--- src/dle_pkg.sv ---
// Package with register map, field positions, codes, counter limits and the reset value of the mode register.
package dle_pkg;
    // Register byte offsets on the AXI4-Lite bus.
    localparam logic [7:0] OFS_MODE     = 8'h00;
    localparam logic [7:0] OFS_CMD      = 8'h04;
    localparam logic [7:0] OFS_STN_CNT  = 8'h08;
    localparam logic [7:0] OFS_STN_FLAG = 8'h0C;
    localparam logic [7:0] OFS_STN_RC   = 8'h10;
    localparam logic [7:0] OFS_BG_CNT   = 8'h14;
    localparam logic [7:0] OFS_SEL_CNT  = 8'h18;
    localparam logic [7:0] OFS_TSS_RC   = 8'h1C;
    localparam logic [7:0] OFS_THR      = 8'h20;

    // Station operating modes held in MODE[1:0].
    localparam logic [1:0] MODE_FDX_P2P = 2'h0;
    localparam logic [1:0] MODE_HDX_P2P = 2'h1;
    localparam logic [1:0] MODE_MP_CTRL = 2'h2;
    localparam logic [1:0] MODE_MP_TRIB = 2'h3;
    localparam logic [7:0] MODE_RESET   = 8'h00;
    localparam int         MODE_IDX_LSB = 4;

    // Command bit: establish the tributary indexed in MODE.
    localparam int CMD_ESTABLISH = 0;

    // Link protocol states reported by the engine.
    localparam logic [1:0] PST_HALT = 2'h0;
    localparam logic [1:0] PST_START_INITIATE_STATE = 2'h1;
    localparam logic [1:0] PST_START_ACKNOWLEDGE_STATE = 2'h2;
    localparam logic [1:0] PST_RUN  = 2'h3;

    // Negative acknowledge reason codes.
    localparam logic [7:0] RSN_HBCC   = 8'h01;
    localparam logic [7:0] RSN_DBCC   = 8'h02;
    localparam logic [7:0] RSN_REP    = 8'h03;
    localparam logic [7:0] RSN_BUFTMP = 8'h08;
    localparam logic [7:0] RSN_OVRN   = 8'h09;
    localparam logic [7:0] RSN_BUFSML = 8'h10;
    localparam logic [7:0] RSN_HFMT   = 8'h11;

    // Station flag bit positions in STN_FLAG.
    localparam int FLG_REM_OVRN = 0;
    localparam int FLG_REM_HFMT = 1;
    localparam int FLG_SEL_ADDR = 2;
    localparam int FLG_STREAM   = 3;
    localparam int FLG_LOC_OVRN = 4;
    localparam int FLG_LOC_OVR  = 5;
    localparam int FLG_UNDR     = 6;
    localparam int FLG_LOC_HFMT = 7;
    localparam int FLG_W        = 8;

    // Counter widths and limits.
    localparam logic [2:0]  THR_MAX = 3'h7;
    localparam logic [7:0]  CNT8_MAX = 8'hFF;
    localparam logic [15:0] CNT16_MAX = 16'hFFFF;

    // Threshold counter indexes.
    localparam int THR_TX  = 0;
    localparam int THR_RX  = 1;
    localparam int THR_SEL = 2;

    // AXI responses.
    localparam logic [1:0] RESP_OKAY   = 2'h0;
    localparam logic [1:0] RESP_SLVERR = 2'h2;
endpackage

--- src/dle_err_counters.sv ---
// Link error, traffic and threshold counters with an AXI4-Lite register slave.
//
// The register offsets and the AXI4-Lite register port were chosen for this implementation.
`timescale 1ns/1ps

// Behaviour
// - Selection timeouts are kept only in half-duplex point-to-point or multipoint control.
// - Timer expiry with no activity sets no-reply flag and counts a timeout.
// - Timer expiry after activity sets incomplete-reply flag and counts a timeout.
// - Carrier, sync sequence or SOH/ENQ/DLE received count as attempted transmission.
// - New data messages sent count in 16 bits, saturating; retransmissions excluded.
// - Good in-sequence data messages received count in 16 bits, saturating.
// - Select-flag messages sent count in 16 bits, only in selecting modes.
// - Station counters are 8-bit saturating, one set for the whole link.
// - Master clear or station read-and-clear empties all station counters.
// - Reason-nine NAK received or header format error counts a remote error.
// - Multipoint control counts address mismatch against selected tributary as remote error.
// - Babbling or streaming tributary counts a remote error with its flag.
// - Overrun counts local error; flag depends on whether reason-nine NAK goes out.
// - Transmit underrun or reason-17 NAK received counts a local error.
// - Global header check errors count in an 8-bit saturating counter.
// - Maintenance data field check errors count in an 8-bit saturating counter.
// - Threshold counters stop at 7 and then issue a notification.
// - In run the notified counter clears; in start states it stays at 7.
// - Transmit threshold rises on start messages, REP sent, or non-three NAK in run.
// - Transmit threshold clears on state entry, report, or acknowledgement in run.
// - Receive threshold rises when NAK reason 1,2,3,8,9 or 16 is sent.
// - Receive threshold clears on state entry, good message, or report in run.
// - Selection threshold rises on selection timeout, clears on select-bit message or report.
// - Per-tributary cumulative counters are 8-bit saturating, cleared by clear or establish.
module dle_err_counters import dle_pkg::*; #(
    parameter int NTRIB = 16
) (
    // Clock and reset.
    input  wire logic        aclk,
    input  wire logic        aresetn,
    // AXI4-Lite slave.
    input  wire logic [7:0]  s_axi_awaddr,
    input  wire logic        s_axi_awvalid,
    output logic             s_axi_awready,
    input  wire logic [31:0] s_axi_wdata,
    input  wire logic [3:0]  s_axi_wstrb,
    input  wire logic        s_axi_wvalid,
    output logic             s_axi_wready,
    output logic [1:0]       s_axi_bresp,
    output logic             s_axi_bvalid,
    input  wire logic        s_axi_bready,
    input  wire logic [7:0]  s_axi_araddr,
    input  wire logic        s_axi_arvalid,
    output logic             s_axi_arready,
    output logic [31:0]      s_axi_rdata,
    output logic [1:0]       s_axi_rresp,
    output logic             s_axi_rvalid,
    input  wire logic        s_axi_rready,
    // Protocol engine state and tributary.
    input  wire logic [1:0]  proto_state,
    input  wire logic [3:0]  ev_trib,
    // Protocol engine events, one-cycle pulses except carrier, hdr_rx_active and the NAK reasons.
    input  wire logic        ev_data_tx,
    input  wire logic        ev_data_tx_retry,
    input  wire logic        ev_data_rx_ok,
    input  wire logic        ev_ctrl_rx_ok,
    input  wire logic        ev_select_tx,
    input  wire logic        ev_select_rx,
    input  wire logic        ev_select_expired,
    input  wire logic        ev_valid_hdr_rx,
    input  wire logic        carrier,
    input  wire logic        ev_sync_rx,
    input  wire logic        ev_lead_char_rx,
    input  wire logic        ev_nak_rx,
    input  wire logic [7:0]  nak_rx_reason,
    input  wire logic        ev_nak_tx,
    input  wire logic [7:0]  nak_tx_reason,
    input  wire logic        ev_hdr_format_rx,
    input  wire logic        ev_addr_mismatch,
    input  wire logic        ev_streaming,
    input  wire logic        ev_rx_overrun,
    input  wire logic        hdr_rx_active,
    input  wire logic        ev_tx_underrun,
    input  wire logic        ev_global_hbcc,
    input  wire logic        ev_maint_dbcc,
    input  wire logic        ev_start_tx,
    input  wire logic        ev_stack_tx,
    input  wire logic        ev_rep_tx,
    input  wire logic        ev_ack_new,
    // Threshold notification towards the control response path.
    output logic             thr_notify,
    output logic [2:0]       thr_notify_kind
);
    // Register and counter state.
    logic        aw_hold_q, w_hold_q;
    logic [7:0]  awaddr_q;
    logic [31:0] wdata_q;
    logic [3:0]  wstrb_q;
    logic [7:0]  mode_q;
    logic [7:0]  rem_cnt_q, loc_cnt_q, ghbcc_cnt_q, mdbcc_cnt_q;
    logic [FLG_W-1:0] stn_flag_q;
    logic [15:0] tx_cnt_q, rx_cnt_q, sel_int_q;
    logic [7:0]  sel_to_q [NTRIB];
    logic [1:0]  sel_flag_q;
    logic        activity_q;
    logic [2:0]  thr_q [3];
    logic        rep_q [3];
    logic [1:0]  pstate_q;

    function automatic logic [7:0] sat8(input logic [7:0] v, input logic inc, input logic clr);
        logic [7:0] base;
        base = clr ? 8'h00 : v;
        sat8 = (inc && base != CNT8_MAX) ? base + 8'h01 : base;
    endfunction

    function automatic logic [15:0] sat16(input logic [15:0] v, input logic inc,
                                          input logic clr);
        logic [15:0] base;
        base = clr ? 16'h0000 : v;
        sat16 = (inc && base != CNT16_MAX) ? base + 16'h0001 : base;
    endfunction

    function automatic logic [2:0] thr_next(input logic [2:0] v, input logic inc,
                                            input logic clr);
        thr_next = clr ? 3'h0 : ((inc && v != THR_MAX) ? v + 3'h1 : v);
    endfunction

    // Mode decode.
    wire logic [1:0] mode       = mode_q[1:0];
    wire logic [3:0] idx        = mode_q[MODE_IDX_LSB+3:MODE_IDX_LSB];
    wire logic       sel_mode   = (mode == MODE_HDX_P2P) || (mode == MODE_MP_CTRL);
    wire logic       in_run     = (proto_state == PST_RUN);
    wire logic       in_start   = (proto_state == PST_START_INITIATE_STATE) || (proto_state == PST_START_ACKNOWLEDGE_STATE);
    wire logic       state_entry = (proto_state != pstate_q) && (in_run || in_start);

    // Bus handshakes and decode.
    wire logic       wr_go  = aw_hold_q && w_hold_q && !s_axi_bvalid;
    wire logic       rd_go  = s_axi_arvalid && s_axi_arready;
    wire logic       wr_mode = wr_go && awaddr_q == OFS_MODE;
    wire logic       wr_cmd  = wr_go && awaddr_q == OFS_CMD;
    wire logic       wr_ok   = wr_mode || wr_cmd;
    wire logic       gss_clr = rd_go && s_axi_araddr == OFS_STN_RC;
    wire logic       tss_clr = rd_go && s_axi_araddr == OFS_TSS_RC;
    wire logic       estab   = wr_cmd && wstrb_q[0] && wdata_q[CMD_ESTABLISH];

    // Selection timeout classification.
    wire logic attempt  = carrier || ev_sync_rx || ev_lead_char_rx;
    wire logic activity = activity_q || attempt || ev_valid_hdr_rx || ev_ctrl_rx_ok;
    wire logic sel_tmo  = ev_select_expired && sel_mode;
    wire logic no_reply_to_select_flag_set = sel_tmo && !activity;
    wire logic incomplete_reply_flag_set = sel_tmo && activity;

    // Station event decode.
    wire logic rem_ovrn = ev_nak_rx && nak_rx_reason == RSN_OVRN;
    wire logic rem_hfmt = ev_hdr_format_rx;
    wire logic sel_addr = ev_addr_mismatch && mode == MODE_MP_CTRL;
    wire logic stream   = ev_streaming;
    wire logic ovr_nak  = ev_rx_overrun && in_run &&
                          !(mode == MODE_MP_TRIB && hdr_rx_active);
    wire logic ovr_none = ev_rx_overrun && !ovr_nak;
    wire logic loc_hfmt = ev_nak_rx && nak_rx_reason == RSN_HFMT;
    wire logic rem_ev   = rem_ovrn || rem_hfmt || sel_addr || stream;
    wire logic loc_ev   = ev_rx_overrun || ev_tx_underrun || loc_hfmt;
    wire logic [FLG_W-1:0] flag_set = {loc_hfmt, ev_tx_underrun, ovr_none, ovr_nak,
                                       stream, sel_addr, rem_hfmt, rem_ovrn};

    // Threshold event decode.
    wire logic nak_tx_thr = ev_nak_tx && (nak_tx_reason == RSN_HBCC ||
        nak_tx_reason == RSN_DBCC || nak_tx_reason == RSN_REP ||
        nak_tx_reason == RSN_BUFTMP || nak_tx_reason == RSN_OVRN ||
        nak_tx_reason == RSN_BUFSML);
    wire logic tx_inc = (proto_state == PST_START_INITIATE_STATE && ev_start_tx) ||
                        (proto_state == PST_START_ACKNOWLEDGE_STATE && ev_stack_tx) ||
                        (in_run && (ev_rep_tx ||
                        (ev_nak_rx && nak_rx_reason != RSN_REP)));
    wire logic [2:0] thr_inc = {sel_tmo, nak_tx_thr, tx_inc};
    wire logic [2:0] notify  = {thr_q[THR_SEL] == THR_MAX && !rep_q[THR_SEL],
                                thr_q[THR_RX] == THR_MAX && !rep_q[THR_RX],
                                thr_q[THR_TX] == THR_MAX && !rep_q[THR_TX]};
    wire logic [2:0] run_clr = in_run ? notify : 3'h0;
    wire logic [2:0] thr_clr = run_clr | {ev_select_rx,
        state_entry || ev_ctrl_rx_ok || ev_data_rx_ok,
        state_entry || (in_run && ev_ack_new)};

    // Read data selection.
    wire logic [31:0] stn_word = {mdbcc_cnt_q, ghbcc_cnt_q, loc_cnt_q, rem_cnt_q};
    wire logic [31:0] sel_word = {6'h00, sel_flag_q, sel_to_q[idx], sel_int_q};
    wire logic [31:0] thr_word = {13'h0000, thr_notify_kind, 5'h00, thr_q[THR_SEL],
                                  1'b0, thr_q[THR_RX], 1'b0, thr_q[THR_TX]};
    logic [31:0] rd_word;
    logic        rd_hit;
    always_comb begin
        rd_hit = 1'b1;
        case (s_axi_araddr)
            OFS_MODE:               rd_word = {24'h000000, mode_q};
            OFS_STN_CNT, OFS_STN_RC: rd_word = stn_word;
            OFS_STN_FLAG:           rd_word = {{(32-FLG_W){1'b0}}, stn_flag_q};
            OFS_BG_CNT:             rd_word = {rx_cnt_q, tx_cnt_q};
            OFS_SEL_CNT, OFS_TSS_RC: rd_word = sel_word;
            OFS_THR:                rd_word = thr_word;
            default: begin
                rd_word = 32'h00000000;
                rd_hit = 1'b0;
            end
        endcase
    end

    // Write address and data are taken independently and held until the response.
    always_ff @(posedge aclk) begin
        if (!aresetn) begin
            aw_hold_q     <= 1'b0;
            w_hold_q      <= 1'b0;
            s_axi_awready <= 1'b0;
            s_axi_wready  <= 1'b0;
            awaddr_q      <= 8'h00;
            wdata_q       <= 32'h00000000;
            wstrb_q       <= 4'h0;
        end else begin
            s_axi_awready <= !aw_hold_q && !(s_axi_awvalid && s_axi_awready) && !wr_go;
            s_axi_wready  <= !w_hold_q && !(s_axi_wvalid && s_axi_wready) && !wr_go;
            if (s_axi_awvalid && s_axi_awready) begin
                aw_hold_q <= 1'b1;
                awaddr_q  <= s_axi_awaddr;
            end else if (wr_go) begin
                aw_hold_q <= 1'b0;
            end
            if (s_axi_wvalid && s_axi_wready) begin
                w_hold_q <= 1'b1;
                wdata_q  <= s_axi_wdata;
                wstrb_q  <= s_axi_wstrb;
            end else if (wr_go) begin
                w_hold_q <= 1'b0;
            end
        end
    end

    // Write response and read channel.
    always_ff @(posedge aclk) begin
        if (!aresetn) begin
            s_axi_bvalid  <= 1'b0;
            s_axi_bresp   <= RESP_OKAY;
            s_axi_arready <= 1'b0;
            s_axi_rvalid  <= 1'b0;
            s_axi_rdata   <= 32'h00000000;
            s_axi_rresp   <= RESP_OKAY;
        end else begin
            if (wr_go) begin
                s_axi_bvalid <= 1'b1;
                s_axi_bresp  <= wr_ok ? RESP_OKAY : RESP_SLVERR;
            end else if (s_axi_bready) begin
                s_axi_bvalid <= 1'b0;
            end
            s_axi_arready <= !s_axi_rvalid && !rd_go;
            if (rd_go) begin
                s_axi_rvalid <= 1'b1;
                s_axi_rdata  <= rd_word;
                s_axi_rresp  <= rd_hit ? RESP_OKAY : RESP_SLVERR;
            end else if (s_axi_rready) begin
                s_axi_rvalid <= 1'b0;
            end
        end
    end

    // Mode register and protocol state tracker.
    always_ff @(posedge aclk) begin
        if (!aresetn) begin
            mode_q   <= MODE_RESET;
            pstate_q <= PST_HALT;
        end else begin
            pstate_q <= proto_state;
            if (wr_mode && wstrb_q[0]) begin
                mode_q <= wdata_q[7:0];
            end
        end
    end

    // Station counters and flags, one set for the link.
    always_ff @(posedge aclk) begin
        if (!aresetn) begin
            rem_cnt_q   <= 8'h00;
            loc_cnt_q   <= 8'h00;
            ghbcc_cnt_q <= 8'h00;
            mdbcc_cnt_q <= 8'h00;
            stn_flag_q  <= '0;
        end else begin
            rem_cnt_q   <= sat8(rem_cnt_q, rem_ev, gss_clr);
            loc_cnt_q   <= sat8(loc_cnt_q, loc_ev, gss_clr);
            ghbcc_cnt_q <= sat8(ghbcc_cnt_q, ev_global_hbcc, gss_clr);
            mdbcc_cnt_q <= sat8(mdbcc_cnt_q, ev_maint_dbcc, gss_clr);
            stn_flag_q  <= (gss_clr ? '0 : stn_flag_q) | flag_set;
        end
    end

    // Background traffic counters and selection state.
    always_ff @(posedge aclk) begin
        if (!aresetn) begin
            tx_cnt_q   <= 16'h0000;
            rx_cnt_q   <= 16'h0000;
            sel_int_q  <= 16'h0000;
            sel_flag_q <= 2'h0;
            activity_q <= 1'b0;
        end else begin
            tx_cnt_q  <= sat16(tx_cnt_q, ev_data_tx && !ev_data_tx_retry, tss_clr);
            rx_cnt_q  <= sat16(rx_cnt_q, ev_data_rx_ok, tss_clr);
            sel_int_q <= sat16(sel_int_q, ev_select_tx && sel_mode, tss_clr);
            sel_flag_q <= (tss_clr ? 2'h0 : sel_flag_q) | {incomplete_reply_flag_set, no_reply_to_select_flag_set};
            if (ev_select_expired || ev_select_tx) begin
                activity_q <= 1'b0;
            end else if (activity) begin
                activity_q <= 1'b1;
            end
        end
    end

    // Cumulative selection timeout counter for each tributary.
    for (genvar t = 0; t < NTRIB; t++) begin : g_trib
        wire logic clr_t = (tss_clr || estab) && idx == 4'(t);
        wire logic inc_t = sel_tmo && ev_trib == 4'(t);
        always_ff @(posedge aclk) begin
            if (!aresetn) begin
                sel_to_q[t] <= 8'h00;
            end else begin
                sel_to_q[t] <= sat8(sel_to_q[t], inc_t, clr_t);
            end
        end
    end

    // Threshold counters and notification.
    for (genvar k = 0; k < 3; k++) begin : g_thr
        always_ff @(posedge aclk) begin
            if (!aresetn) begin
                thr_q[k] <= 3'h0;
                rep_q[k] <= 1'b0;
            end else begin
                thr_q[k] <= thr_next(thr_q[k], thr_inc[k], thr_clr[k]);
                rep_q[k] <= notify[k] ? !in_run : (rep_q[k] && thr_q[k] == THR_MAX);
            end
        end
    end

    always_ff @(posedge aclk) begin
        if (!aresetn) begin
            thr_notify      <= 1'b0;
            thr_notify_kind <= 3'h0;
        end else begin
            thr_notify <= |notify;
            if (|notify) begin
                thr_notify_kind <= notify;
            end
        end
    end
endmodule

--- config.mk ---
export PLATFORM = sky130hd
export DESIGN_NAME = dle_err_counters
export DESIGN_NICKNAME = d
export VERILOG_FILES = /design/src/dle_pkg.sv /design/src/dle_err_counters.sv
export SDC_FILE = /design/constraint.sdc
export NUM_CORES = 1
export LEC_CHECK = 0
export ABC_CLOCK_PERIOD_IN_PS = 5970
export BUFFER_PORTS_ARGS = -buffer_cell sky130_fd_sc_hd__buf_2
export CORE_MARGIN = 5
export CORE_UTILIZATION = 55
export DETAILED_ROUTE_END_ITERATION = 8
export PLACE_DENSITY = 0.72
export RECOVER_POWER = 25
export SYNTH_ARGS = -nofsm -noshare
export SYNTH_HDL_FRONTEND = slang
export SYNTH_SLANG_ARGS = --single-unit
--- constraint.sdc ---
create_clock -name aclk -period 5.97 [get_ports aclk]
set_input_delay 1.791 -clock aclk [delete_from_list [all_inputs] [get_ports aclk]]
set_output_delay 1.791 -clock aclk [all_outputs]
set_load 0.02 [all_outputs]
Word level (Yosys, flattened, before mapping)
Memory sizes are Yosys's and may differ from the RTL's. A register that Yosys moved wholly into a read port is not among the register bits.
Index checks and enable logic that the tools add are counted.
Storage, ports and cells
  logic and storage cells: 416
  input bits: 106
  memory bits (read-only): 0
  memories kept: 3
  RAM bits: 140
  bits in latches: 0
  bits in registers: 165
Memories
  sel_to_q: depth 16, width 8, rd ports 17, clocked after memory_dff 1, wr ports 16, line dle_err_counters.sv:99  | logic [7:0] sel_to_q [NTRIB];
  thr_q: depth 3, width 3, rd ports 3, clocked after memory_dff 0, wr ports 3, line dle_err_counters.sv:102  | logic [2:0] thr_q [3];
  rep_q: depth 3, width 1, rd ports 3, clocked after memory_dff 0, wr ports 3, line dle_err_counters.sv:103  | logic rep_q [3];
Cells by class
  magnitude comparators: 0
  eq/ne operators: 83
  bitwise gates (word level): 26
  $add $sub $neg: 26
  div/mod/pow operators: 0
  shifts and indexed selects: 0
  $mul: 0
  multiplexer cells: 95
  reductions and logical operators: 156
Operator list (number)
  $mux W8: 57
  $pmux W32 S6: 1
  $add A8 B1 Y8 const B: 20
  $ne A8 B8 Y1 const B: 20
  $logic_and A1 B1 Y1: 100
  $mux W16: 6
  $eq A4 B4 Y1 const B: 16
  $add A16 B1 Y16 const B: 3
  $eq A8 B5 Y1 const B: 6
  $ne A16 B16 Y1 const B: 3
  $eq A8 B4 Y1 const B: 5
  $eq A4 B3 Y1 const B: 8
  $mux W3: 10
  $logic_or A1 B1 Y1: 27
  $or A1 B1 Y1: 22
  $eq A4 B2 Y1 const B: 4
  $eq A8 B2 Y1 const B: 2
  $logic_not A1 Y1: 16
  $logic_not A8 Y1: 2
  $mux W1: 16
  $add A3 B1 Y3 const B: 3
  $eq A3 B3 Y1 const B: 3
  $ne A3 B3 Y1 const B: 3
  $eq A2 B2 Y1 const B: 4
  18 further kinds: 29

Longest topological paths before layout
  depth in word-level cells: 12
  gate-level depth with buffers: 13
  mapped depth without buffers: 10

Least setup slack after synthesis
OpenSTA, ideal clock, no wires.
  path type: input to register
  from: input port s_axi_araddr[7]
  to: register mdbcc_cnt_q[7]
  path buffers: 3
  arrival: 4.478 ns
  stages: 13
  slack: 1.364 ns
  cells stage by stage: or4b_4 -> or3_1 -> buf_4 -> clkbuf_1 -> and2_1 -> ha_1 -> nand3_1 -> nor2_1 -> a31o_2 -> buf_2 -> nor4_1 -> xnor2_1 -> nor2_1
On the way
  longest elaborated chain between the ends: 6
RTL lines
  from (decl): line dle_err_counters.sv:48  | input wire logic [7:0] s_axi_araddr,
  $eq A8 B5 Y1 *: line dle_err_counters.sv:138  | wire logic gss_clr = rd_go && s_axi_araddr == OFS_STN_RC;
  $logic_and A1 B1 Y1 *: line dle_err_counters.sv:138
  $mux W8 *: line dle_err_counters.sv:108  | base = clr ? 8'h00 : v;
  parallel branches: the longest is 2 deep, another holds $add A8 B1 Y8
  $mux W8 *: line dle_err_counters.sv:109  | sat8 = (inc && base != CNT8_MAX) ? base + 8'h01 : base;
  to (signal assigned): line dle_err_counters.sv:285  | mdbcc_cnt_q <= sat8(mdbcc_cnt_q, ev_maint_dbcc, gss_clr);
  to (decl): line dle_err_counters.sv:96  | logic [7:0] rem_cnt_q, loc_cnt_q, ghbcc_cnt_q, mdbcc_cnt_q;
Every way passes the cells marked *.
A chain may end at the register's enable or synchronous reset.

Worst setup path after layout
  from: input port s_axi_araddr[7]
  to: register loc_cnt_q[3]
On the way
  longest elaborated chain between the ends: 6
RTL lines
  $eq A8 B5 Y1 *: line dle_err_counters.sv:138
  $logic_and A1 B1 Y1 *: line dle_err_counters.sv:138
  $mux W8 *: line dle_err_counters.sv:108
  parallel branches: the longest is 2 deep, another holds $add A8 B1 Y8
  $mux W8 *: line dle_err_counters.sv:109
  to (signal assigned): line dle_err_counters.sv:283  | loc_cnt_q <= sat8(loc_cnt_q, loc_ev, gss_clr);
  to (decl): line dle_err_counters.sv:96
Marked as above.

==> run_results.csv <==
group,metric,value,unit
power_and_ir_drop,peakVddDrop,190,uV
status,status,"complete, no violations",
final_layout,final_nets,1991,
worst_setup_path,worst_ep_arrival_time,5.03,ns
logic_synthesis,synthTopCellsByArea,"dfxtp_1, nor2_1, nand2_1",
sta,rsz0062_at_grt,"false",
clock_network,post-cts-setup-buffer-count,0,
power_and_ir_drop,finalPower,4.44,mW
die,fp-row-count,60,
placement,dp_hpwl,30200,um
placement,io_buffers,121,
logic_synthesis,synth_edf_count,0,
clock_network,cts_resized,0,
route,drt-total-wl,42200,um
worst_setup_path,endpoint_kind,"flop",
worst_setup_path,crit_type,"input pin to flop",
final_layout,layout_common_cells,"dfxtp_1, nor2_1, nand2_1, a21oi_1, buf_2",
sta,fin_hold_ws,0.448,ns
logic_synthesis,synthCells,1774,
die,die_w,176,um
clock_network,insertion_delay,0.51,ns
sta,post-route-period-util,78.2,%
clock_network,cts_buffer_depth,3,
min_path,hold_path.class,"flop to flop",
route,first_iter_violations,1149,
power_and_ir_drop,p_per_area,260,nW/um^2
logic_synthesis,yosysWarnings,0,
placement,gp_congestion,0.920,
logic_synthesis,ys.flop_type,"dfxtp_1",
sta,tightest_slew,1.18,ns
power_and_ir_drop,p_leak,6.07,nW
logic_synthesis,synth_cell_type_count,83,
logic_synthesis,ys_seq_area_share,40.7,%
route,route.detailed.wl_per_inst,18.9,um
die,start_util,55.9,%
grt,grt_max_degree,76,
worst_setup_path,reg2reg_depth,10,
job,maxCapViolCount,0,
final_layout,diodes,0,
clock_network,clkSinkCount,307,
logic_synthesis,synth-seq-cells,307,
sta,drv_slew,0,
die,die_h,176,um
sta,finalHoldViolCount,0,
sta,setup_viol,0,
sta,skew,0.0136,ns
route,highest_layer,"met4",
grt,antenna_found_initial,0,
route,drtPass1Iterations,8,
route,ant_nets,0,
clock_network,cts-root-buf,"clkbuf_16",
sta,totalNegativeSetupSlack,0,ns
placement,place_ws,0.817,ns
route,drc,0,
logic_synthesis,yosysTopAreaCell,"dfxtp_1",
die,ios,151,
clock_network,clkTransAtPathRegs,0.05,ns
final_layout,stdcell_count,2231,
final_layout,drive_gt1_share,11.4,%
final_layout,post-route-cell-area,17100,um^2
worst_setup_path,crit_fanout,20,
route,wl_met2,19300,um
worst_setup_path,worstPathRequired,6.34,ns
sta,fmax,214,MHz
clock_network,cts-buffers-inserted,34,
route,wl_met3,3080,um
min_path,hold_depth,2,
logic_synthesis,syn_area_per_cell,8.51,um^2
sta,final.setup.worst_slack,1.30,ns
sta,relSlewSlack,21.4,%
placement,placedCellCount,2175,
grt,grt_pass1_wl,67100,um
grt,overflow,0,
die,core_area,27000,um^2
sta,final.min_clock_period,4.67,ns
route,vias_per_cell,6.23,
final_layout,utilization,63.1,%
logic_synthesis,synthesis.area,15100,um^2
worst_setup_path,critPathLaunchType,"input pin",
grt,grt_use_total,26.4,%
final_layout,areaGrowthSynthToFinish,13.0,%
final_layout,final_common_cell,"dfxtp_1",
clock_network,htreeDepth,2,
clock_network,postCtsHoldBufs,0,
clock_network,cts_tree,"built",
die,fp.dieArea,30900,um^2
route,vias,13900,
placement,placed_area,16000,um^2
route,wl_met1,17900,um
logic_synthesis,ys_async_sr_fraction,0,%
logic_synthesis,yosys.area.top_type_share,40.7,%
grt,grt_pass1_vias,13000,
## worst max-delay path: stages
cell and delay (ns):
buf_2 0.12, or4b_4 0.65, or3_1 0.75, and2_1 0.38
ha_1 0.28, and2_1 0.19, a32oi_2 0.43, nand4_1 0.19
xnor2_1 0.19, nor2_1 0.05
## cells in the mapped netlist (4+ instances only)
| library cell | instances |
|---|---|
| xnor2_1 | 50 |
| and3_1 | 37 |
| o21a_1 | 5 |
| o211ai_1 | 11 |
| a221oi_1 | 7 |
| nor2b_1 | 13 |
| o31ai_1 | 9 |
| a222oi_1 | 25 |
| o21ai_1 | 8 |
| buf_2 | 6 |
| clkbuf_1 | 61 |
| and2_1 | 38 |
| a21oi_1 | 88 |
| mux2i_1 | 26 |
| a31oi_1 | 16 |
| nor4_1 | 14 |
| or2_2 | 5 |
| mux2_2 | 6 |
| or4_1 | 4 |
| a22o_1 | 14 |
| nor4bb_1 | 4 |
| nand3_1 | 78 |
| buf_1 | 8 |
| and4_1 | 10 |
| o21ai_0 | 77 |
| ha_1 | 15 |
| nand4_1 | 55 |
| xor2_1 | 57 |
| nand3b_1 | 5 |
| nor3_1 | 55 |
| and4b_1 | 7 |
| dfxtp_1 | 307 |
| nand2b_1 | 12 |
| nor2_1 | 247 |
| inv_1 | 26 |
| a22oi_1 | 21 |
| or3_1 | 7 |
| mux4_2 | 32 |
| nand2_1 | 219 |
| a211oi_1 | 17 |
| a311oi_1 | 4 |
| nand4b_1 | 5 |
## routing by layer
| layer | GRT usage (%) | vias up |
|---|---|---|
| met4 | 12.6 | 0 |
| met2 | 43.1 | 573 |
| met5 | 0 | - |
| met3 | 4.30 | 132 |
| met1 | 34.4 | 6554 |
| li1 | - | 6647 |
## kinds of logic after synthesis
logic type,synth area share (%)
other,0.0248
and+or+nand+nor,26.8
AOI/OAI and AO/OA,15.3
xor gates and xnor gates,6.21
DFF,40.7
buffers and inverters,2.71
adders and majority gates,1.24
muxes,6.95
## sequential cells by signal (all words and copies together), names as in the netlist, 9 cells and up, named ones only
register / cells
tx_cnt_q: 16
sel_to_q: 128
thr_q: 9
sel_int_q: 16
rx_cnt_q: 16
s_axi_rdata: 32
## layout make-up
cell class | count | area (um^2)
Timing Repair Buffer | 137 | 678
Tap cell | 341 | 427
Fill cell | 2310 | 9970
Multi-Input combinational cell | 1364 | 8560
Inverter | 26 | 100
Sequential cell | 307 | 6150
Clock inverter | 9 | 149
Clock buffer | 47 | 991
## worst paths after layout
kind / startpoint / endpoint / slack (ns)
worst max register to register: s_axi_arready$_SDFF_PN0_ / sel_int_q[11]$_SDFF_PN0_ / 2.58
worst min-delay path: s_axi_rdata[10]$_SDFFE_PN0P_ / s_axi_rdata[10]$_SDFFE_PN0P_ / 0.45
worst max-delay path: s_axi_araddr[7] / loc_cnt_q[3]$_SDFF_PN0_ / 1.30
worst min register to register: s_axi_rdata[10]$_SDFFE_PN0P_ / s_axi_rdata[10]$_SDFFE_PN0P_ / 0.45
## power by group
group / total (mW) / leakage [nW] / switching [mW] / internal [mW]
sequential: 2.09 / 2.48 / 0.0194 / 2.07
combinational: 0.190 / 3.02 / 0.126 / 0.0644
clock: 2.15 / 0.564 / 0.825 / 1.33
No activity file was read; power rests on OpenSTA's default activity.
